**src/cbs_pkg.sv**
```systemverilog
// shared constants and types of the cpu bus-cycle sequencer
package cbs_pkg;

  // ==========================================================
  // widths and fixed addresses
  localparam int CBS_AW = 16;
  localparam int CBS_DW = 8;
  localparam int CBS_STEP_W = 3;
  localparam logic [15:0] CBS_DUMMY_ADDR = 16'hFFFF;
  localparam logic [15:0] CBS_ADDR_STEP = 16'h0001;
  localparam logic [15:0] CBS_RESET_PC = 16'h0000;
  localparam logic [7:0] CBS_DIRECT_PAGE = 8'h00;
  localparam logic [7:0] CBS_PAGE_BASE = 8'h00;
  localparam logic [7:0] CBS_PAGE_Y = 8'h18;
  localparam logic [7:0] CBS_PAGE_D = 8'h1A;
  localparam logic CBS_RW_READ = 1'b1;
  localparam logic CBS_RW_WRITE = 1'b0;

  // ==========================================================
  // opcodes handled one by one
  localparam logic [7:0] CBS_OP_CALL_DIR = 8'h9D;
  localparam logic [7:0] CBS_OP_LDY_IMM = 8'hEC;
  localparam logic [7:0] CBS_OP_LDY_DIR = 8'hDE;
  localparam logic [7:0] CBS_OP_STY_DIR = 8'hDF;
  localparam logic [7:0] CBS_OP_CPY_IMM = 8'h8C;
  localparam logic [7:0] CBS_OP_CPY_DIR = 8'h9C;
  localparam logic [7:0] CBS_OP_CPD_IMM = 8'h83;
  localparam logic [7:0] CBS_OP_CPD_DIR = 8'h93;
  localparam logic [7:0] CBS_OP_BRANCH_IF_BITS_SET = 8'h12;
  localparam logic [7:0] CBS_OP_BRANCH_IF_BITS_CLEAR = 8'h13;
  localparam logic [7:0] CBS_OP_SET_BITS_IN_MEMORY = 8'h14;
  localparam logic [7:0] CBS_OP_CLEAR_BITS_IN_MEMORY = 8'h15;

  // ==========================================================
  // base page rows (high nibble) and columns (low nibble)
  localparam logic [3:0] CBS_ROW_IMM_A = 4'h8;
  localparam logic [3:0] CBS_ROW_DIR_A = 4'h9;
  localparam logic [3:0] CBS_ROW_IMM_B = 4'hC;
  localparam logic [3:0] CBS_ROW_DIR_B = 4'hD;
  localparam logic [3:0] CBS_COL_WARITH = 4'h3;
  localparam logic [3:0] CBS_COL_STORE8 = 4'h7;
  localparam logic [3:0] CBS_COL_WCMP = 4'hC;
  localparam logic [3:0] CBS_COL_CALLSTD = 4'hD;
  localparam logic [3:0] CBS_COL_WLOAD = 4'hE;
  localparam logic [3:0] CBS_COL_WSTORE = 4'hF;

  // ==========================================================
  // enumerations
  typedef enum logic [3:0] {
    G_NONE, G_IMM8, G_IMM16, G_IMM16W, G_DIR8, G_DST8, G_DIR16,
    G_DST16, G_DIR16W, G_CALL, G_BITOP, G_BRBIT
  } cbs_grp_t;

  typedef enum logic [2:0] {
    SEL_A, SEL_B, SEL_D, SEL_S, SEL_X, SEL_Y
  } cbs_sel_t;

  typedef enum logic [3:0] {
    K_FETCH, K_STREAM, K_EA, K_EA1, K_DUMMY, K_WR_EA, K_WR_EA1,
    K_WR_SP, K_WR_SP1
  } cbs_kind_t;

  typedef enum logic [3:0] {
    R_OPCODE, R_OPND, R_OPND_HI, R_OPND_LO, R_ADDR_LO, R_SUB_OP,
    R_MASK, R_OFFSET, R_IRREL, R_WRITE
  } cbs_role_t;

  // ==========================================================
  // carriers
  typedef struct packed {
    logic [7:0] acc_first;
    logic [7:0] acc_second;
    logic [15:0] sp;
    logic [15:0] ix;
    logic [15:0] iy;
  } cbs_regs_t;

  typedef struct packed {
    logic [15:0] addr;
    logic rw;
    logic [7:0] dout;
    cbs_role_t role;
    logic sync;
  } cbs_bus_t;

  typedef struct packed {
    cbs_grp_t grp;
    cbs_sel_t sel;
    logic inv;
  } cbs_dec_t;

  typedef struct packed {
    cbs_kind_t kind;
    logic last;
  } cbs_step_t;

endpackage : cbs_pkg

```
**src/cbs_opclass.sv**
```systemverilog
// opcode classifier: instruction group and register of one opcode
`timescale 1ns/10ps
module cbs_opclass import cbs_pkg::*; (
  // opcode page and byte
  input wire logic [7:0] page,
  input wire logic [7:0] op,
  // classification
  output cbs_dec_t dec
);

  logic [3:0] row;
  logic [3:0] col;
  logic dir;
  logic side_b;

  // ==========================================================
  // decode
  always_comb begin
    row = op[7:4];
    col = op[3:0];
    dir = (row == CBS_ROW_DIR_A) || (row == CBS_ROW_DIR_B);
    side_b = (row == CBS_ROW_IMM_B) || (row == CBS_ROW_DIR_B);
    dec = '{grp: G_NONE, sel: SEL_A, inv: 1'b0};
    if (page == CBS_PAGE_Y) begin
      if (op == CBS_OP_CPY_IMM) begin
        dec = '{grp: G_IMM16W, sel: SEL_Y, inv: 1'b0};
      end else if (op == CBS_OP_CPY_DIR) begin
        dec = '{grp: G_DIR16W, sel: SEL_Y, inv: 1'b0};
      end else if (op == CBS_OP_LDY_IMM) begin
        dec = '{grp: G_IMM16, sel: SEL_Y, inv: 1'b0};
      end else if (op == CBS_OP_LDY_DIR) begin
        dec = '{grp: G_DIR16, sel: SEL_Y, inv: 1'b0};
      end else if (op == CBS_OP_STY_DIR) begin
        dec = '{grp: G_DST16, sel: SEL_Y, inv: 1'b0};
      end
    end else if (page == CBS_PAGE_D) begin
      if (op == CBS_OP_CPD_IMM) begin
        dec = '{grp: G_IMM16W, sel: SEL_D, inv: 1'b0};
      end else if (op == CBS_OP_CPD_DIR) begin
        dec = '{grp: G_DIR16W, sel: SEL_D, inv: 1'b0};
      end
    end else if (page == CBS_PAGE_BASE) begin
      if (op == CBS_OP_BRANCH_IF_BITS_SET) begin
        dec = '{grp: G_BRBIT, sel: SEL_A, inv: 1'b1};
      end else if (op == CBS_OP_BRANCH_IF_BITS_CLEAR) begin
        dec = '{grp: G_BRBIT, sel: SEL_A, inv: 1'b0};
      end else if (op == CBS_OP_SET_BITS_IN_MEMORY) begin
        dec = '{grp: G_BITOP, sel: SEL_A, inv: 1'b1};
      end else if (op == CBS_OP_CLEAR_BITS_IN_MEMORY) begin
        dec = '{grp: G_BITOP, sel: SEL_A, inv: 1'b0};
      end else if (op == CBS_OP_CALL_DIR) begin
        dec = '{grp: G_CALL, sel: SEL_A, inv: 1'b0};
      end else if (row == CBS_ROW_IMM_A || row == CBS_ROW_DIR_A ||
                   row == CBS_ROW_IMM_B || row == CBS_ROW_DIR_B) begin
        case (col)
          CBS_COL_WARITH: begin
            dec.grp = dir ? G_DIR16W : G_IMM16W;
            dec.sel = SEL_D;
          end
          CBS_COL_STORE8: begin
            dec.grp = dir ? G_DST8 : G_NONE;
            dec.sel = side_b ? SEL_B : SEL_A;
          end
          CBS_COL_WCMP: begin
            if (side_b) begin
              dec.grp = dir ? G_DIR16 : G_IMM16;
              dec.sel = SEL_D;
            end else begin
              dec.grp = dir ? G_DIR16W : G_IMM16W;
              dec.sel = SEL_X;
            end
          end
          CBS_COL_CALLSTD: begin
            dec.grp = (dir && side_b) ? G_DST16 : G_NONE;
            dec.sel = SEL_D;
          end
          CBS_COL_WLOAD: begin
            dec.grp = dir ? G_DIR16 : G_IMM16;
            dec.sel = side_b ? SEL_X : SEL_S;
          end
          CBS_COL_WSTORE: begin
            dec.grp = dir ? G_DST16 : G_NONE;
            dec.sel = side_b ? SEL_X : SEL_S;
          end
          default: begin
            dec.grp = dir ? G_DIR8 : G_IMM8;
            dec.sel = side_b ? SEL_B : SEL_A;
          end
        endcase
      end
    end
  end

endmodule : cbs_opclass

```
**src/cbs_sequencer.sv**
```systemverilog
// bus-cycle sequencer for immediate and direct mode instructions
`timescale 1ns/10ps
// Function
// - immediate 8-bit op: opcode, operand
// - immediate 16-bit load: opcode, high, low
// - immediate 16-bit arith: plus dummy read
// - immediate index y load: four reads
// - immediate wide compare paged: five cycles
// - direct address high byte is zero
// - direct 8-bit op: opcode, address, data
// - direct 8-bit store: third cycle writes
// - direct 16-bit load: data high, low
// - direct 16-bit store: two writes
// - direct index y load: five reads
// - direct index y store: three reads, two writes
// - direct 16-bit arith: plus dummy read
// - direct call: target read, push return
// - direct wide compare paged: six reads
// - bit set/clear: read, mask, dummy, write
// - bit branch: mask, offset, dummy, no write
module cbs_sequencer import cbs_pkg::*; #(
  parameter logic [15:0] RESET_PC = CBS_RESET_PC
) (
  // clock and reset
  input wire logic sys_clk,
  input wire logic nrst,
  // read data and core registers
  input wire logic [7:0] rd_data,
  input wire cbs_regs_t core_regs,
  // bus cycle
  output cbs_bus_t cpu_bus
);

  // ==========================================================
  // state
  typedef struct packed {
    cbs_kind_t kind;
    logic [CBS_STEP_W-1:0] step;
    cbs_grp_t grp;
    cbs_sel_t sel;
    logic inv;
    logic [7:0] page;
    logic [15:0] fp;
    logic [15:0] ea;
    logic [7:0] opnd;
    logic [7:0] mask;
    logic [7:0] offs;
    cbs_bus_t bus;
  } cbs_state_t;

  // reset state is already the first opcode fetch
  localparam cbs_state_t RST_STATE = '{
    kind: K_FETCH, step: '0, grp: G_NONE, sel: SEL_A, inv: 1'b0,
    page: CBS_PAGE_BASE, fp: RESET_PC, ea: '0, opnd: '0, mask: '0,
    offs: '0,
    bus: '{addr: RESET_PC, rw: CBS_RW_READ, dout: '0, role: R_OPCODE,
           sync: 1'b1}
  };

  cbs_state_t state_r;
  cbs_state_t state_nxt;
  cbs_dec_t dec;
  cbs_step_t cur_step;

  // ==========================================================
  // helpers
  function automatic cbs_step_t step_plan(input cbs_grp_t g,
                                          input logic [2:0] s);
    cbs_step_t p;
    p = '{kind: K_FETCH, last: 1'b1};
    case (g)
      G_IMM8: p = '{kind: K_STREAM, last: 1'b1};
      G_IMM16: p = '{kind: K_STREAM, last: (s != 3'h0)};
      G_IMM16W: begin
        if (s == 3'h2) begin
          p = '{kind: K_DUMMY, last: 1'b1};
        end else begin
          p = '{kind: K_STREAM, last: 1'b0};
        end
      end
      G_DIR8: begin
        if (s == 3'h0) begin
          p = '{kind: K_STREAM, last: 1'b0};
        end else begin
          p = '{kind: K_EA, last: 1'b1};
        end
      end
      G_DST8: begin
        if (s == 3'h0) begin
          p = '{kind: K_STREAM, last: 1'b0};
        end else begin
          p = '{kind: K_WR_EA, last: 1'b1};
        end
      end
      G_DIR16: begin
        case (s)
          3'h0: p = '{kind: K_STREAM, last: 1'b0};
          3'h1: p = '{kind: K_EA, last: 1'b0};
          default: p = '{kind: K_EA1, last: 1'b1};
        endcase
      end
      G_DST16: begin
        case (s)
          3'h0: p = '{kind: K_STREAM, last: 1'b0};
          3'h1: p = '{kind: K_WR_EA, last: 1'b0};
          default: p = '{kind: K_WR_EA1, last: 1'b1};
        endcase
      end
      G_DIR16W: begin
        case (s)
          3'h0: p = '{kind: K_STREAM, last: 1'b0};
          3'h1: p = '{kind: K_EA, last: 1'b0};
          3'h2: p = '{kind: K_EA1, last: 1'b0};
          default: p = '{kind: K_DUMMY, last: 1'b1};
        endcase
      end
      G_CALL: begin
        case (s)
          3'h0: p = '{kind: K_STREAM, last: 1'b0};
          3'h1: p = '{kind: K_EA, last: 1'b0};
          3'h2: p = '{kind: K_WR_SP, last: 1'b0};
          default: p = '{kind: K_WR_SP1, last: 1'b1};
        endcase
      end
      G_BITOP: begin
        case (s)
          3'h0: p = '{kind: K_STREAM, last: 1'b0};
          3'h1: p = '{kind: K_EA, last: 1'b0};
          3'h2: p = '{kind: K_STREAM, last: 1'b0};
          3'h3: p = '{kind: K_DUMMY, last: 1'b0};
          default: p = '{kind: K_WR_EA, last: 1'b1};
        endcase
      end
      G_BRBIT: begin
        case (s)
          3'h0: p = '{kind: K_STREAM, last: 1'b0};
          3'h1: p = '{kind: K_EA, last: 1'b0};
          3'h2: p = '{kind: K_STREAM, last: 1'b0};
          3'h3: p = '{kind: K_STREAM, last: 1'b0};
          default: p = '{kind: K_DUMMY, last: 1'b1};
        endcase
      end
      default: p = '{kind: K_FETCH, last: 1'b1};
    endcase
    return p;
  endfunction : step_plan

  function automatic logic is_imm(input cbs_grp_t g);
    return (g == G_IMM8) || (g == G_IMM16) || (g == G_IMM16W);
  endfunction : is_imm

  function automatic cbs_role_t role_of(input cbs_state_t st);
    cbs_role_t ro;
    ro = R_WRITE;
    case (st.kind)
      K_FETCH: ro = R_OPCODE;
      K_STREAM: begin
        if (st.grp == G_IMM8) begin
          ro = R_OPND;
        end else if (is_imm(st.grp)) begin
          ro = (st.step == 3'h0) ? R_OPND_HI : R_OPND_LO;
        end else if (st.step == 3'h0) begin
          ro = R_ADDR_LO;
        end else if (st.step == 3'h2) begin
          ro = R_MASK;
        end else begin
          ro = R_OFFSET;
        end
      end
      K_EA: begin
        if (st.grp == G_CALL) begin
          ro = R_SUB_OP;
        end else if (st.grp == G_DIR16 || st.grp == G_DIR16W) begin
          ro = R_OPND_HI;
        end else begin
          ro = R_OPND;
        end
      end
      K_EA1: ro = R_OPND_LO;
      K_DUMMY: ro = R_IRREL;
      default: ro = R_WRITE;
    endcase
    return ro;
  endfunction : role_of

  function automatic logic [15:0] reg_word(input cbs_sel_t sel,
                                           input cbs_regs_t rg);
    logic [15:0] w;
    case (sel)
      SEL_A: w = {CBS_DIRECT_PAGE, rg.acc_first};
      SEL_B: w = {CBS_DIRECT_PAGE, rg.acc_second};
      SEL_D: w = {rg.acc_first, rg.acc_second};
      SEL_S: w = rg.sp;
      SEL_X: w = rg.ix;
      default: w = rg.iy;
    endcase
    return w;
  endfunction : reg_word

  // bus drive for the cycle that the state describes
  function automatic cbs_bus_t drive(input cbs_state_t st,
                                     input cbs_regs_t rg);
    cbs_bus_t b;
    logic [15:0] w;
    w = reg_word(st.sel, rg);
    b.addr = st.fp;
    b.rw = CBS_RW_READ;
    b.dout = '0;
    b.role = role_of(st);
    // the second byte after a prefix is not an instruction start
    b.sync = (st.kind == K_FETCH) && (st.page == CBS_PAGE_BASE);
    case (st.kind)
      K_EA: b.addr = st.ea;
      K_EA1: b.addr = st.ea + CBS_ADDR_STEP;
      K_DUMMY: b.addr = CBS_DUMMY_ADDR;
      K_WR_EA: begin
        b.addr = st.ea;
        b.rw = CBS_RW_WRITE;
        if (st.grp == G_BITOP) begin
          b.dout = st.inv ? (st.opnd | st.mask) : (st.opnd & ~st.mask);
        end else if (st.grp == G_DST8) begin
          b.dout = w[7:0];
        end else begin
          b.dout = w[15:8];
        end
      end
      K_WR_EA1: begin
        b.addr = st.ea + CBS_ADDR_STEP;
        b.rw = CBS_RW_WRITE;
        b.dout = w[7:0];
      end
      // sp taken live; the core owns its update
      K_WR_SP: begin
        b.addr = rg.sp;
        b.rw = CBS_RW_WRITE;
        b.dout = st.fp[7:0];
      end
      K_WR_SP1: begin
        b.addr = rg.sp - CBS_ADDR_STEP;
        b.rw = CBS_RW_WRITE;
        b.dout = st.fp[15:8];
      end
      default: b.addr = st.fp;
    endcase
    return b;
  endfunction : drive

  // ==========================================================
  // opcode classifier
  // decodes the byte in flight, so no decode cycle is lost
  cbs_opclass u_opclass (
    .page(state_r.page),
    .op(rd_data),
    .dec(dec)
  );

  // ==========================================================
  // next state
  always_comb begin
    state_nxt = state_r;
    cur_step = step_plan(state_r.grp, state_r.step);
    if (state_r.kind == K_FETCH) begin
      state_nxt.fp = state_r.fp + CBS_ADDR_STEP;
      // prefix byte opens a second fetch
      if (state_r.page == CBS_PAGE_BASE &&
          (rd_data == CBS_PAGE_Y || rd_data == CBS_PAGE_D)) begin
        state_nxt.page = rd_data;
      end else begin
        state_nxt.grp = dec.grp;
        state_nxt.sel = dec.sel;
        state_nxt.inv = dec.inv;
        state_nxt.step = '0;
        state_nxt.kind = step_plan(dec.grp, '0).kind;
        if (dec.grp == G_NONE) begin
          state_nxt.page = CBS_PAGE_BASE;
        end
      end
    end else begin
      if (state_r.kind == K_STREAM) begin
        state_nxt.fp = state_r.fp + CBS_ADDR_STEP;
        if (state_r.step == 3'h0 && !is_imm(state_r.grp)) begin
          // zero page forms the operand address
          state_nxt.ea = {CBS_DIRECT_PAGE, rd_data};
        end
        if (state_r.step == 3'h2) begin
          state_nxt.mask = rd_data;
        end
        if (state_r.step == 3'h3) begin
          state_nxt.offs = rd_data;
        end
      end
      // operand kept for bit ops and bit branches
      if (state_r.kind == K_EA) begin
        state_nxt.opnd = rd_data;
      end
      if (cur_step.last) begin
        // straight into the next opcode fetch
        state_nxt.kind = K_FETCH;
        state_nxt.page = CBS_PAGE_BASE;
        if (state_r.grp == G_CALL) begin
          state_nxt.fp = state_r.ea;
        end else if (state_r.grp == G_BRBIT &&
                     (((state_r.inv ? ~state_r.opnd : state_r.opnd) &
                       state_r.mask) == '0)) begin
          state_nxt.fp = state_r.fp +
                         {{(CBS_AW-CBS_DW){state_r.offs[7]}},
                          state_r.offs};
        end
      end else begin
        state_nxt.step = state_r.step + 3'h1;
        state_nxt.kind = step_plan(state_r.grp, state_nxt.step).kind;
      end
    end
    // drive from the next state: outputs leave flops directly
    state_nxt.bus = drive(state_nxt, core_regs);
  end

  // ==========================================================
  // registers
  always_ff @(posedge sys_clk or negedge nrst) begin
    if (!nrst) begin
      state_r <= RST_STATE;
    end else begin
      state_r <= state_nxt;
    end
  end

  // no logic between the state flop and the bus
  assign cpu_bus = state_r.bus;

endmodule : cbs_sequencer

```
**config.mk**
```make
export PLATFORM = sky130hd
export DESIGN_NAME = cbs_sequencer
export DESIGN_NICKNAME = d
export VERILOG_FILES = /design/src/cbs_pkg.sv /design/src/cbs_opclass.sv /design/src/cbs_sequencer.sv
export SDC_FILE = /design/constraint.sdc
export NUM_CORES = 1
export LEC_CHECK = 0
export BUFFER_PORTS_ARGS = -buffer_cell sky130_fd_sc_hd__buf_2
export CAP_MARGIN = 20
export CORE_UTILIZATION = 40
export DETAILED_ROUTE_END_ITERATION = 7
export SETUP_SLACK_MARGIN = 0.4
export SYNTH_ARGS = -nofsm -noshare
export SYNTH_HDL_FRONTEND = slang
export SYNTH_SLANG_ARGS = --single-unit
```
**constraint.sdc**
```tcl
create_clock -name sys_clk -period 4 [get_ports sys_clk]
set_input_delay 0.8 -clock sys_clk [delete_from_list [all_inputs] [get_ports sys_clk]]
set_output_delay 0.8 -clock sys_clk [all_outputs]
set_load 0.02 [all_outputs]
```
==> summary.md, run 1 <==
| Metric | Value |
|---|---|
| Status | `complete, no violations` |
| Reg2reg start | `state_r[102]` |
| Worst Path Max Fanout | `8` |
| First-pass GRT wire length | `between 50 and 60 mm` |
| Wire length per cell | `22.5 um` |
| HP Start | `state_r[90]` |
| Startpoint types | `input port` |
| Max-cap violations | `0` |
| FILL cells | `2205` |
| Multi-input logic area | `just under 0.006 mm^2` |
| Remaining DRCs | `0` |
| Hold/Removal Path Class | `flop to flop` |
| Sequential share of the synthesized area | `0.301` |
| Post-DRT Antenna Nets | `0` |
| CTS clk-pin slew, worst paths | `70 ps` |
| CP bufs+invs | `3` |
| Slowest CP cell | `mux2i_2` |
| Die Wd | `153 um` |
| CTS H-tree lvls | `3` |
| Post-synth EDFFs | `0` |
| ANT cells | `0` |
| Largest delay share family, worst path | `compound AO/OA/AOI/OAI gates` |
| Syn Nets | `1192` |
| Syn_area_per_cell | `8.31 um^2` |
| Endpoint class of the critical path | `flop` |
| Final period util | `0.865` |
| Die area | `0.0233 mm^2` |
| Post-synthesis cell type count | `102` |
| Async set-or-reset flop fraction in the synthesized netlist | `1.00` |
| Worst endpoint required time | `4280 ps` |
| Total GRT Usage | `0.288` |
| Tmin final | `3460 ps` |
| Vias in the first global route | `9143` |
| YS warnings | `0` |
| Max Root-Sink Buffers | `2` |
| Fmax | `0.289 GHz` |
| Final number of max-transition violations | `0` |
| Vias/cell | `6.31` |
| DR iter-0 viols | `894` |
| Starting Density | `0.412` |
| Final hold violation count | `0` |
| Via count | `9382` |
| Largest net degree at the start of global routing | `68` |
| CP dominant cell by count | `buf_4` |
| Fin nets | `1300` |
| Post-synthesis register bit count | `109` |
| Synthesized instance count | `roughly 1100` |
| Share of cells above drive strength 1 | `0.229` |
| Num CTS Buffers | `9` |
| P per Cell Area | `about 480 mW/mm^2` |
| Post-DP HPWL | `26.5 mm` |
| Tightest Pin Transition | `926 ps` |
| Clk_lat worst skew | `360 ps` |
| Design area | `around 0.010 mm^2` |
| Die height | `153 um` |
| Reg area | `0.00273 mm^2` |
| Root Buffer | `clkbuf_16` |
| Core Footprint | `between 0.02 and 0.025 mm^2` |
| Final setup skew | `about 6.6 ps` |
| Synth area leader | `dfrtp_1` |
| Peak supply drop | `253 uV` |
| Commonest cells after routing, fill and taps aside | `dfrtp_1 (107), nand2_1 (103), buf_2 (102)` |
| Clk sinks | `approximately 110` |
| FP Rows | `54` |
| Commonest non-fill, non-tap cell in the layout | `dfrtp_1` |
| Mapped cell area | `0.00908 mm^2` |
| Port Buf Inserts | `103` |
| Leakage power | `4.58 nW` |
| CTS Hold Buffers Added | `0` |
| Ys flop type | `dfrtp_1` |
| Ports | `104` |
| Setup TNS | `0 ps` |
| Worst setup startpoint | `rd_data[4]` |
| Initial antenna violation count | `0` |
| Max-slew headroom | `0.382` |
| Placed inst area | `0.0101 mm^2` |
| CTS tree | `yes` |
| Crit-path max cell delay | `430 ps` |
| Synth area leaders | `dfrtp_1 (29%), nand2_1 (4.3%), o21ai_0 (4.0%), nor2_1 (3.7%), mux2_2 (3.3%)` |
| Routability congestion estimate | `0.996` |
| Critical path arrival | `3740 ps` |
| CP Class | `input port to flop` |
| Global route overflow | `0` |
| Worst path cell trace | `buf_2 -> buf_4 -> and3b_1 -> nor2_1 -> o311ai_1 -> a31oi_1 -> buf_4 -> mux2i_2 -> nor3b_4 -> a21o_1 -> o21ai_0 -> o211ai_1` |
| RSZ-0062 raised after global routing | `yes` |
| Post-CTS setup buffer count | `0` |
| Initial DRT Pass Iterations | `7` |
| Yosys top cell area share | `0.295` |
| # setup viols final | `0` |
| Area Overhead vs Synth | `15.2%` |
| Final wirelength | `33.5 mm` |
cells by family after synthesis:
logic type	synth area share
adders and majority gates	0.0353
and+or+nand+nor	0.230
xor gates and xnor gates	0.0367
muxes	0.0520
AOI/OAI and AO/OA	0.275
buffers and inverters	0.0702
DFF	0.301
Yosys cell counts (7+ instances only):
| cell type | count |
|---|---|
| dfrtp_1 | 107 |
| nand2_1 | 103 |
| nor2_1 | 89 |
| o21ai_0 | 73 |
| a21oi_1 | 59 |
| inv_1 | 41 |
| nand3_1 | 34 |
| buf_4 | 32 |
| mux2_2 | 27 |
| nor3_1 | 26 |
| clkbuf_1 | 25 |
| ha_1 | 24 |
| and2_1 | 21 |
| xnor2_1 | 21 |
| buf_2 | 20 |
| o22ai_1 | 17 |
| xor2_1 | 17 |
| nand4_1 | 16 |
| a22oi_1 | 14 |
| a31oi_1 | 14 |
| mux2i_1 | 14 |
| nor2b_1 | 14 |
| and3_1 | 13 |
| o2111ai_1 | 13 |
| o211ai_1 | 12 |
| o21a_1 | 12 |
| a21o_1 | 10 |
| a221oi_1 | 10 |
| a211oi_1 | 9 |
| nor4_1 | 9 |
| or3_1 | 9 |
| nand2b_1 | 8 |
| a32oi_1 | 7 |
| inv_2 | 7 |
final cells by class:
| cell class | instances | area share |
|---|---|---|
| clock buffers | 11 | 0.0223 |
| flip-flops and latches | 109 | 0.261 |
| inverters | 49 | 0.0179 |
| multi-input cells | 853 | 0.553 |
| repair buffers | 179 | 0.106 |
| well taps | 280 | 0.0335 |
| clock inverters | 5 | 0.00562 |
report_power, final:
part           leakage [nW]  switching [W]  internal (W)  total, W
clock                 0.136       0.000433      0.000488  0.000921
sequential             1.38       0.000271       0.00134   0.00161
combinational          3.06        0.00153      0.000958   0.00249
stage by stage:
stage	cells	power (W)	utilization	hold WS [ps]	setup WS, ps
2_1_floorplan	1093	0.00321	-	478	559
3_3_place_gp	1470	0.00405	0.459	499	84.9
3_5_place_dp	1470	0.00405	0.459	509	207
4_1_cts	1486	0.00497	0.472	525	428
5_1_grt	1486	0.00532	0.475	558	369
6_report	1486	0.00503	0.475	522	539
worst reg2reg max path, delay by kind of cell, from the launching register on:
kind                       cells  cell delay (ps)
adders and majority gates      1              290
and+or+nand+nor                2              360
DFF                            1              450
buffers and inverters          4              570
AOI/OAI and AO/OA              6             1590
flip-flops by register name, summed over array words and instances (netlist names):
name,cells
cpu_bus,30
state_r,79
layer usage:
metal	GRT usage	share of wire	vias to the layer above	routed length (um)
li1	-	-	4308	-
met1	0.387	0.43	4506	14400
met2	0.448	0.45	481	14900
met3	0.0606	0.087	87	2910
met4	0.124	0.037	0	1220
met5	0	0	-	0
path summary, 6_finish.rpt:
kind | to | slack (ps) | cells past startpoint
max | cpu_bus[8] | 540 | 12
min | state_r[90] | 520 | 2
max reg2reg | cpu_bus[21] | 560 | 13
min reg2reg | state_r[90] | 520 | 2
max in group asynchronous | state_r[79] | 2670 | 2
min in group asynchronous | state_r[49] | 570 | 1
timing repair:
| item | 4_1_cts | 5_1_grt |
|---|---|---|
| setup endpoints to repair | 0 | 32 |
| endpoints found under the hold margin | 0 | 0 |
| resized for setup | 0 | 14 |
Power figures use the tool's default switching activity.
==> run 2, diff against run 1 <==
--- a/config.mk
+++ b/config.mk
@@ -5,6 +5,7 @@
 export SDC_FILE = /design/constraint.sdc
 export NUM_CORES = 1
 export LEC_CHECK = 0
+export ABC_AREA = 1
 export BUFFER_PORTS_ARGS = -buffer_cell sky130_fd_sc_hd__buf_2
 export CAP_MARGIN = 20
 export CORE_UTILIZATION = 40
==> run 2 against run 1 <==
  * Via count grew 2.9%
  * Critical path depth is 8 higher
  * Highest routed layer is now met5
  * Hold slack worse by 50 ps
  * Critical endpoint is now cpu_bus[19]
  * Die area is 1.6% higher
  * Critical path type is now flop to flop
==> summary.md, run 2 <==
| Metric | Value |
|---|---|
| Status | `complete, no violations` |
| Via count | `9653 (+2.9%)` |
| Post-DRT Antenna Nets | `0 (unchanged)` |
| FILL cells | `2409 (+9.3%)` |
| Largest net degree at the start of global routing | `50 (-26%)` |
| Fmax | `0.295 GHz (+2.0%)` |
| DR iter-0 viols | `703 (-21%)` |
| Placed Cells | `1751 (+19%)` |
| Fin nets | `1576 (+21%)` |
| Die Wd | `154 um (+0.82%)` |
| Met3 Track Usage GR | `0.0434 (-0.0172)` |
| Area Overhead vs Synth | `10.9%` |
| CTS clk-pin slew, worst paths | `80 ps (about the same)` |
| Commonest non-fill, non-tap cell in the layout | `nand2_1` |
| Hold_ws | `473 ps (-49.7 ps)` |
| Reg2reg start | `state_r[102]` |
| Port Buf Inserts | `103 (unchanged)` |
| Routability congestion estimate | `0.977 (-1.9%)` |
| Yosys top cell area share | `0.290 (-0.00484)` |
| CTS tree | `yes` |
| Setup TNS | `0 ps (unchanged)` |
| FP Rows | `55 (+1.9%)` |
| Initial antenna violation count | `1 (+1)` |
| P per Cell Area | `810 mW/mm^2 (+68%)` |
| Syn_area_per_cell | `6.59 um^2 (-21%)` |
| Final setup skew | `9.69 ps (+3.06 ps)` |
| Slowest CP cell | `dfrtp_1` |
| Crit-path max cell delay | `450 ps (+20 ps)` |
| Post-CTS setup buffer count | `0 (unchanged)` |
| Reg2Reg Depth | `20 (+7)` |
| Post-DP HPWL | `25.3 mm (-4.6%)` |
| Tmin final | `3390 ps (-66.3 ps)` |
| Vias in the first global route | `9188 (+0.49%)` |
| Final period util | `0.849 (-0.0166)` |
| Post-synthesis cell type count | `58 (-43%)` |
| Ports | `104 (unchanged)` |
| YS warnings | `0 (unchanged)` |
| Commonest cells after routing, fill and taps aside | `nand2_1 (380), inv_1 (134), nand3_1 (131)` |
| Endpoint class of the critical path | `flop` |
| Grt met1 use | `0.375 (-0.0121)` |
| # setup viols final | `0 (unchanged)` |
| ANT cells | `0 (unchanged)` |
| Die height | `154 um (+0.82%)` |
| Count leader, synth | `nand2_1` |
| Final number of max-transition violations | `0 (unchanged)` |
| Async set-or-reset flop fraction in the synthesized netlist | `1.00 (unchanged)` |
| CTS H-tree lvls | `3 (unchanged)` |
| Syn Nets | `1500 (+26%)` |
| Max Root-Sink Buffers | `2 (unchanged)` |
| Max-cap violations | `0 (unchanged)` |
| Max reg flops | `79 (unchanged)` |
| Tightest Pin Transition | `744 ps (-182 ps)` |
| Vias/cell | `5.46 (-13%)` |
| Sequential share of the synthesized area | `0.296 (-0.00493)` |
| Worst path cell trace | `ha_1 -> ha_1 -> nand2_2 -> inv_2 -> nor2_2 -> nand2_1 -> o21ai_1 -> o21ai_0 -> o211ai_1 -> nor2_1 -> nor2_2 -> nand2_2 -> nand2_2 -> nor2_1 -> nor2_4 -> inv_2 -> nand2_1 -> nand3_1 -> nor2_1 -> nand2_1` |
| Hold/Removal Path Class | `input port to asynchronous set/reset pin` |
| Synthesized instance count | `1401 (+28%)` |
| RSZ-0062 raised after global routing | `no` |
| Global route overflow | `0 (unchanged)` |
| Starting Density | `0.408 (-0.00450)` |
| Reg with most FFs | `state_r` |
| Non-filler instance count after layout | `1767 (+19%)` |
| Placed inst area | `0.00989 mm^2 (-2.1%)` |
| Clk sinks | `109 (unchanged)` |
| Synth area leader | `dfrtp_1` |
| Peak supply drop | `306 uV (+21%)` |
| Remaining DRCs | `0 (unchanged)` |
| Post-synth EDFFs | `0 (unchanged)` |
| Initial DRT Pass Iterations | `6 (-1)` |
| Most frequent cells after synthesis | `nand2_1 (383), inv_1 (134), nand3_1 (131)` |
| Core Footprint | `0.0226 mm^2 (+2.8%)` |
| First-pass GRT wire length | `50.2 mm (-3.5%)` |
| CTS Hold Buffers Added | `0 (unchanged)` |
| Mapped cell area | `0.00923 mm^2 (+1.7%)` |
| Reg2reg setup slack | `610 ps (+50 ps)` |
| Clk_lat worst skew | `370 ps (about the same)` |
| Final hold violation count | `0 (unchanged)` |
| Leakage power | `5.19 nW (+13%)` |
| Worst Path Max Fanout | `11 (+3)` |
| Final wirelength | `31.6 mm (-5.5%)` |
| Ys flop type | `dfrtp_1` |
| Root Buffer | `clkbuf_16` |
| Num CTS Buffers | `9 (unchanged)` |
| Total GRT Usage | `0.274 (-0.0143)` |
| R2r endpoint | `cpu_bus[19]` |
| Die area | `0.0237 mm^2 (+1.6%)` |
| Worst endpoint required time | `4240 ps (-40 ps)` |
| GR Util met2 | `0.441 (-0.00711)` |
| CP Class | `flop to flop` |
| Design area | `0.0102 mm^2 (-2.1%)` |
| Post-synthesis register bit count | `109 (unchanged)` |
| Synth area leaders | `dfrtp_1 (29%), nand2_1 (16%), nand3_1 (7.1%), inv_1 (5.5%), nor2_1 (5.0%)` |
| Startpoint types | `flop` |
| Grt peak-use layer | `met2` |
| Critical path arrival | `3630 ps (-110 ps)` |
| Share of cells above drive strength 1 | `0.162 (-0.0669)` |
| Wire length per cell | `17.9 um (-21%)` |
| Max-slew headroom | `0.504 (+0.121)` |
-- run 2: cell count changes in the layout (fill, tap and decap cells not counted), sizes merged, moves of 12 or more --
cell and delta:
a22oi -12, or2 +19, mux2 -19, mux2i -16, o21ai +27, buf -54, nand2 +290, inv +116
nor2b -14, and2 -17, nor2 +49, nand3 +102, nand4 +43
-- run 2: routing by layer --
metal	part of all wire	routed length (um)	vias up
met3	0.067	2120	51
met5	0.00025	8	-
li1	-	-	4752
met4	0.024	764	2
met2	0.45	14300	399
met1	0.46	14400	4449
-- run 2: how the worst max path moves through the flow --
stage	slack, ps	cells past startpoint	from	endpoint
after detailed placement	430	17	rd_data[6]	cpu_bus[9]
final	610	20	state_r[102]	cpu_bus[19]
after CTS	570	20	state_r[102]	cpu_bus[19]
after global routing	410	20	state_r[102]	cpu_bus[19]
after floorplan	1240	19	state_r[102]	cpu_bus[25]
after global placement	320	17	rd_data[3]	cpu_bus[9]
-- run 2: worst max-delay path: cells and delay by family, from the launching register on --
| family | cells | cell delay (ps) |
|---|---|---|
| buf+inv | 2 | 230 |
| compound gates | 3 | 270 |
| simple gates | 13 | 1730 |
| fa+ha+maj | 2 | 580 |
| flops | 1 | 450 |
-- run 2: stage by stage --
step	setup WS [ps]	total power (W)	util
finish	605	0.00829	0.452
global route	411	0.00901	0.452
CTS	570	0.00823	0.452
detailed placement	433	0.00716	0.437
global placement	316	0.00716	0.437
floorplan	1240	0.00579	-
-- run 2: kinds of logic (layout without fill, tap and decap cells) --
| family | Yosys count | count (layout) | share of synthesized area |
|---|---|---|---|
| xor gates and xnor gates | 35 | 35 | 0.0332 |
| adders and majority gates | 25 | 25 | 0.0347 |
| AOI/OAI and AO/OA | 208 | 208 | 0.129 |
| buffers and inverters | 226 | 307 | 0.108 |
| and+or+nand+nor | 790 | 790 | 0.389 |
| DFF | 109 | 109 | 0.296 |
| muxes | 8 | 8 | 0.00976 |
-- run 2: area by class of cell --
class / instances / area [um^2] / share of cell area
Multi-Input combinational cell: 1066 / 5510 / 0.538
Sequential cell: 109 / 2730 / 0.267
Tap cell: 285 / 357 / 0.0348
Inverter: 166 / 623 / 0.0609
Timing Repair Buffer: 125 / 683 / 0.0667
Clock buffer: 10 / 239 / 0.0233
Clock inverter: 6 / 100 / 0.00978
-- run 2: where the power goes --
group | internal, W | leakage (nW) | switching [W] | total (W)
registers | 0.00152 | 1.36 | 0.000342 | 0.00186
clock network | 0.000581 | 0.168 | 0.000472 | 0.00105
logic | 0.00173 | 3.66 | 0.00365 | 0.00538
total | 0.00383 | 5.19 | 0.00446 | 0.00829
-- run 2: timing repair --
item	4_1_cts	5_1_grt
resized for setup	0	3
endpoints found under the setup margin	0	13
hold endpoints to repair	0	0
==> run 3, diff against run 2 <==
==> constraint.sdc (replaced) <==
create_clock -name sys_clk -period 3.1 [get_ports sys_clk]
set_input_delay 0.62 -clock sys_clk [delete_from_list [all_inputs] [get_ports sys_clk]]
set_output_delay 0.62 -clock sys_clk [all_outputs]
set_load 0.02 [all_outputs]
==> run 3 against run 2 <==
  * Combinational power grew 61%
  * Clock power grew 7%
  * Total power grew 46%
  * Critical path depth shrank 1
  * Core utilization grew 6.0 points
  * Worst setup slack lost 450 ps
  * Hold slack lost 190 ps
  * Sequential cell count is the same
  * Clock-buffer cell count grew 1
  * Wire length grew 5.3%
  * Via count grew 4.8%
  * Maximum frequency grew 15%
  * Critical endpoint is now cpu_bus[18]
  * Largest cell class unchanged
==> summary.md, run 3 (synthesis gave the netlist of run 2 again) <==
| Metric | Value |
|---|---|
| Status | `complete, no violations` |
| Startpoint types | `flop` |
| Fin nets | `1680 (+6.6%)` |
| Share of cells above drive strength 1 | `0.267 (+0.105)` |
| ANT cells | `0 (unchanged)` |
| # setup viols final | `0 (unchanged)` |
| Largest delay share family, worst path | `simple AND/OR/NAND/NOR gates` |
| First-pass GRT wire length | `51.9 mm (+3.4%)` |
| Core Footprint | `0.0226 mm^2 (unchanged)` |
| Clk sinks | `109 (unchanged)` |
| Initial antenna violation count | `1 (unchanged)` |
| Worst Path Max Fanout | `5 (-6)` |
| Clk_lat worst skew | `370 ps (about the same)` |
| CP Class | `flop to flop` |
| Fmax | `0.340 GHz (+15%)` |
| Die area | `0.0237 mm^2 (unchanged)` |
| Largest net degree at the start of global routing | `48 (-4.0%)` |
| CP dominant cell by count | `buf_4` |
| Final period util | `0.949 (+0.100)` |
| Total GRT Usage | `0.283 (+0.00896)` |
| Root Buffer | `clkbuf_16` |
| Max reg flops | `79 (unchanged)` |
| Via count | `10120 (+4.8%)` |
| Tmin final | `2940 ps (-452 ps)` |
| Setup TNS | `0 ps (unchanged)` |
| Ports | `104 (unchanged)` |
| Worst setup path end | `cpu_bus[18]` |
| Non-filler instance count after layout | `1871 (+5.9%)` |
| Final Util | `0.512 (+0.0595)` |
| Starting Density | `0.408 (unchanged)` |
| Final wirelength | `33.3 mm (+5.3%)` |
| Placed Cells | `1813 (+3.5%)` |
| Hold/Removal Path Class | `input port to asynchronous set/reset pin` |
| Die height | `154 um (unchanged)` |
| Initial DRT Pass Iterations | `5 (-1)` |
| P per Cell Area | `1050 mW/mm^2 (+29%)` |
| Reg2reg setup slack | `160 ps (-450 ps)` |
| GR Util met2 | `0.445 (+0.00411)` |
| Post-DP HPWL | `25.7 mm (+1.5%)` |
| Levels on crit path | `19 (-5.0%)` |
| Reg with most FFs | `state_r` |
| Endpoint class of the critical path | `flop` |
| RSZ-0062 raised after global routing | `yes` |
| CTS clk-pin slew, worst paths | `80 ps (about the same)` |
| Multi-input logic area | `0.00599 mm^2 (+8.8%)` |
| Final setup skew | `16.5 ps (+6.79 ps)` |
| Vias in the first global route | `9638 (+4.9%)` |
| R2r endpoint | `cpu_bus[18]` |
| Commonest cells after routing, fill and taps aside | `nand2_1 (365), inv_1 (127), nand3_1 (115)` |
| Tightest Pin Transition | `643 ps (-102 ps)` |
| Worst path cell trace | `ha_2 -> ha_4 -> nand2_4 -> buf_6 -> inv_2 -> buf_4 -> o21ai_1 -> a21oi_1 -> nand4_1 -> nand4_1 -> buf_4 -> nor2_4 -> buf_6 -> nor2_4 -> buf_4 -> buf_4 -> o21ai_0 -> nor2_1 -> nand2_1` |
| Max Root-Sink Buffers | `2 (unchanged)` |
| Global route overflow | `0 (unchanged)` |
| Grt peak-use layer | `met2` |
| FP Rows | `55 (unchanged)` |
| Max-slew headroom | `0.572 (+0.0679)` |
| Placed inst area | `0.0104 mm^2 (+5.1%)` |
| Reg2Reg Depth | `19 (-5.0%)` |
| Reg2reg start | `state_r[103]` |
| Routability congestion estimate | `0.915 (-6.4%)` |
| Num CTS Buffers | `9 (unchanged)` |
| Design area | `0.0116 mm^2 (+13%)` |
| Slowest CP cell | `dfrtp_1` |
| Worst setup startpoint | `state_r[103]` |
| Final hold violation count | `0 (unchanged)` |
| Final number of max-transition violations | `0 (unchanged)` |
| Worst endpoint required time | `3330 ps (-910 ps)` |
| Remaining DRCs | `0 (unchanged)` |
| Wire length per cell | `17.8 um (-0.53%)` |
| CTS H-tree lvls | `3 (unchanged)` |
| Commonest non-fill, non-tap cell in the layout | `nand2_1` |
| Reg area | `0.00273 mm^2 (about the same)` |
| Critical path arrival | `3170 ps (-460 ps)` |
| Area Overhead vs Synth | `25.5%` |
| Crit-path max cell delay | `390 ps (-60 ps)` |
| DR iter-0 viols | `850 (+21%)` |
| Max-cap violations | `0 (unchanged)` |
| Post-DRT Antenna Nets | `0 (unchanged)` |
| Met3 Track Usage GR | `0.0411 (-0.00225)` |
| FILL cells | `2265 (-6.0%)` |
| Port Buf Inserts | `103 (unchanged)` |
| CTS tree | `yes` |
| Grt met1 use | `0.396 (+0.0210)` |
| Leakage power | `5.79 nW (+12%)` |
| Die Wd | `154 um (unchanged)` |
| Vias/cell | `5.41 (-0.99%)` |
| CP bufs+invs | `7 (+5)` |
| Peak supply drop | `420 uV (+37%)` |
run 3: cell count changes in the layout (fill, tap and decap cells not counted), sizes merged:
cell | previous run | this run
buf | 125 | 227
inv | 165 | 160
clkinvlp | 0 | 4
clkinv | 5 | 8
bufinv | 2 | 0
clkbuf | 10 | 12
run 3: layout make-up:
cell class	instances	area share
timing repair buffer	228	0.137
inverter	166	0.0560
clock inverter	5	0.00324
sequential	109	0.236
multi-input combinational	1066	0.517
clock buffer	11	0.0201
timing repair inverter	1	0.000648
tap	285	0.0308
run 3: per-stage QoR:
stage	setup slack (ps)	power (W)	hold WS (ps)
final	157	0.0121	278
after global routing	64.3	0.0131	321
after CTS	272	0.0117	297
after detailed placement	-258	0.00983	505
after global placement	-285	0.00979	489
after floorplan	409	0.00748	324
run 3: repair_timing:
| item | CTS | global route |
|---|---|---|
| pin swaps | 31 | 33 |
| hold buffers | 0 | 0 |
| endpoints found under the setup margin | 27 | 29 |
| gates resized for setup | 99 | 56 |
| buffers inserted | 27 | 12 |
| cloned | 1 | 2 |
run 3: worst reg2reg max path: stages (launching register included):
cell and delay, ps:
dfrtp_1 390, ha_2 210, ha_4 330, nand2_4 70, buf_6 120, inv_2 50, buf_4 110, o21ai_1 60
a21oi_1 130, nand4_1 170, nand4_1 190, buf_4 160, nor2_4 40, buf_6 110, nor2_4 150, buf_4 160
buf_4 90, o21ai_0 70, nor2_1 100, nand2_1 110
run 3: how the worst min path moves through the flow:
stage | startpoint | endpoint | slack, ps | cells after the start
2_1_floorplan | nrst | cpu_bus[10] | 320 | 0
3_3_place_gp | state_r[32] | state_r[32] | 490 | 2
3_5_place_dp | state_r[33] | state_r[33] | 500 | 2
4_1_cts | nrst | state_r[30] | 300 | 1
5_1_grt | nrst | cpu_bus[14] | 320 | 1
6_report | nrst | state_r[30] | 280 | 1
run 3: report_power, final:
part | internal, W | switching, W | total, W
clock | 0.000549 | 0.000572 | 0.00112
sequential | 0.00196 | 0.000402 | 0.00236
combinational | 0.00326 | 0.00539 | 0.00865
run 3: layer usage:
metal,up-vias,share of wire
met5,-,0
met4,0,0.031
met3,58,0.061
met2,383,0.44
met1,4711,0.46
li1,4968,-
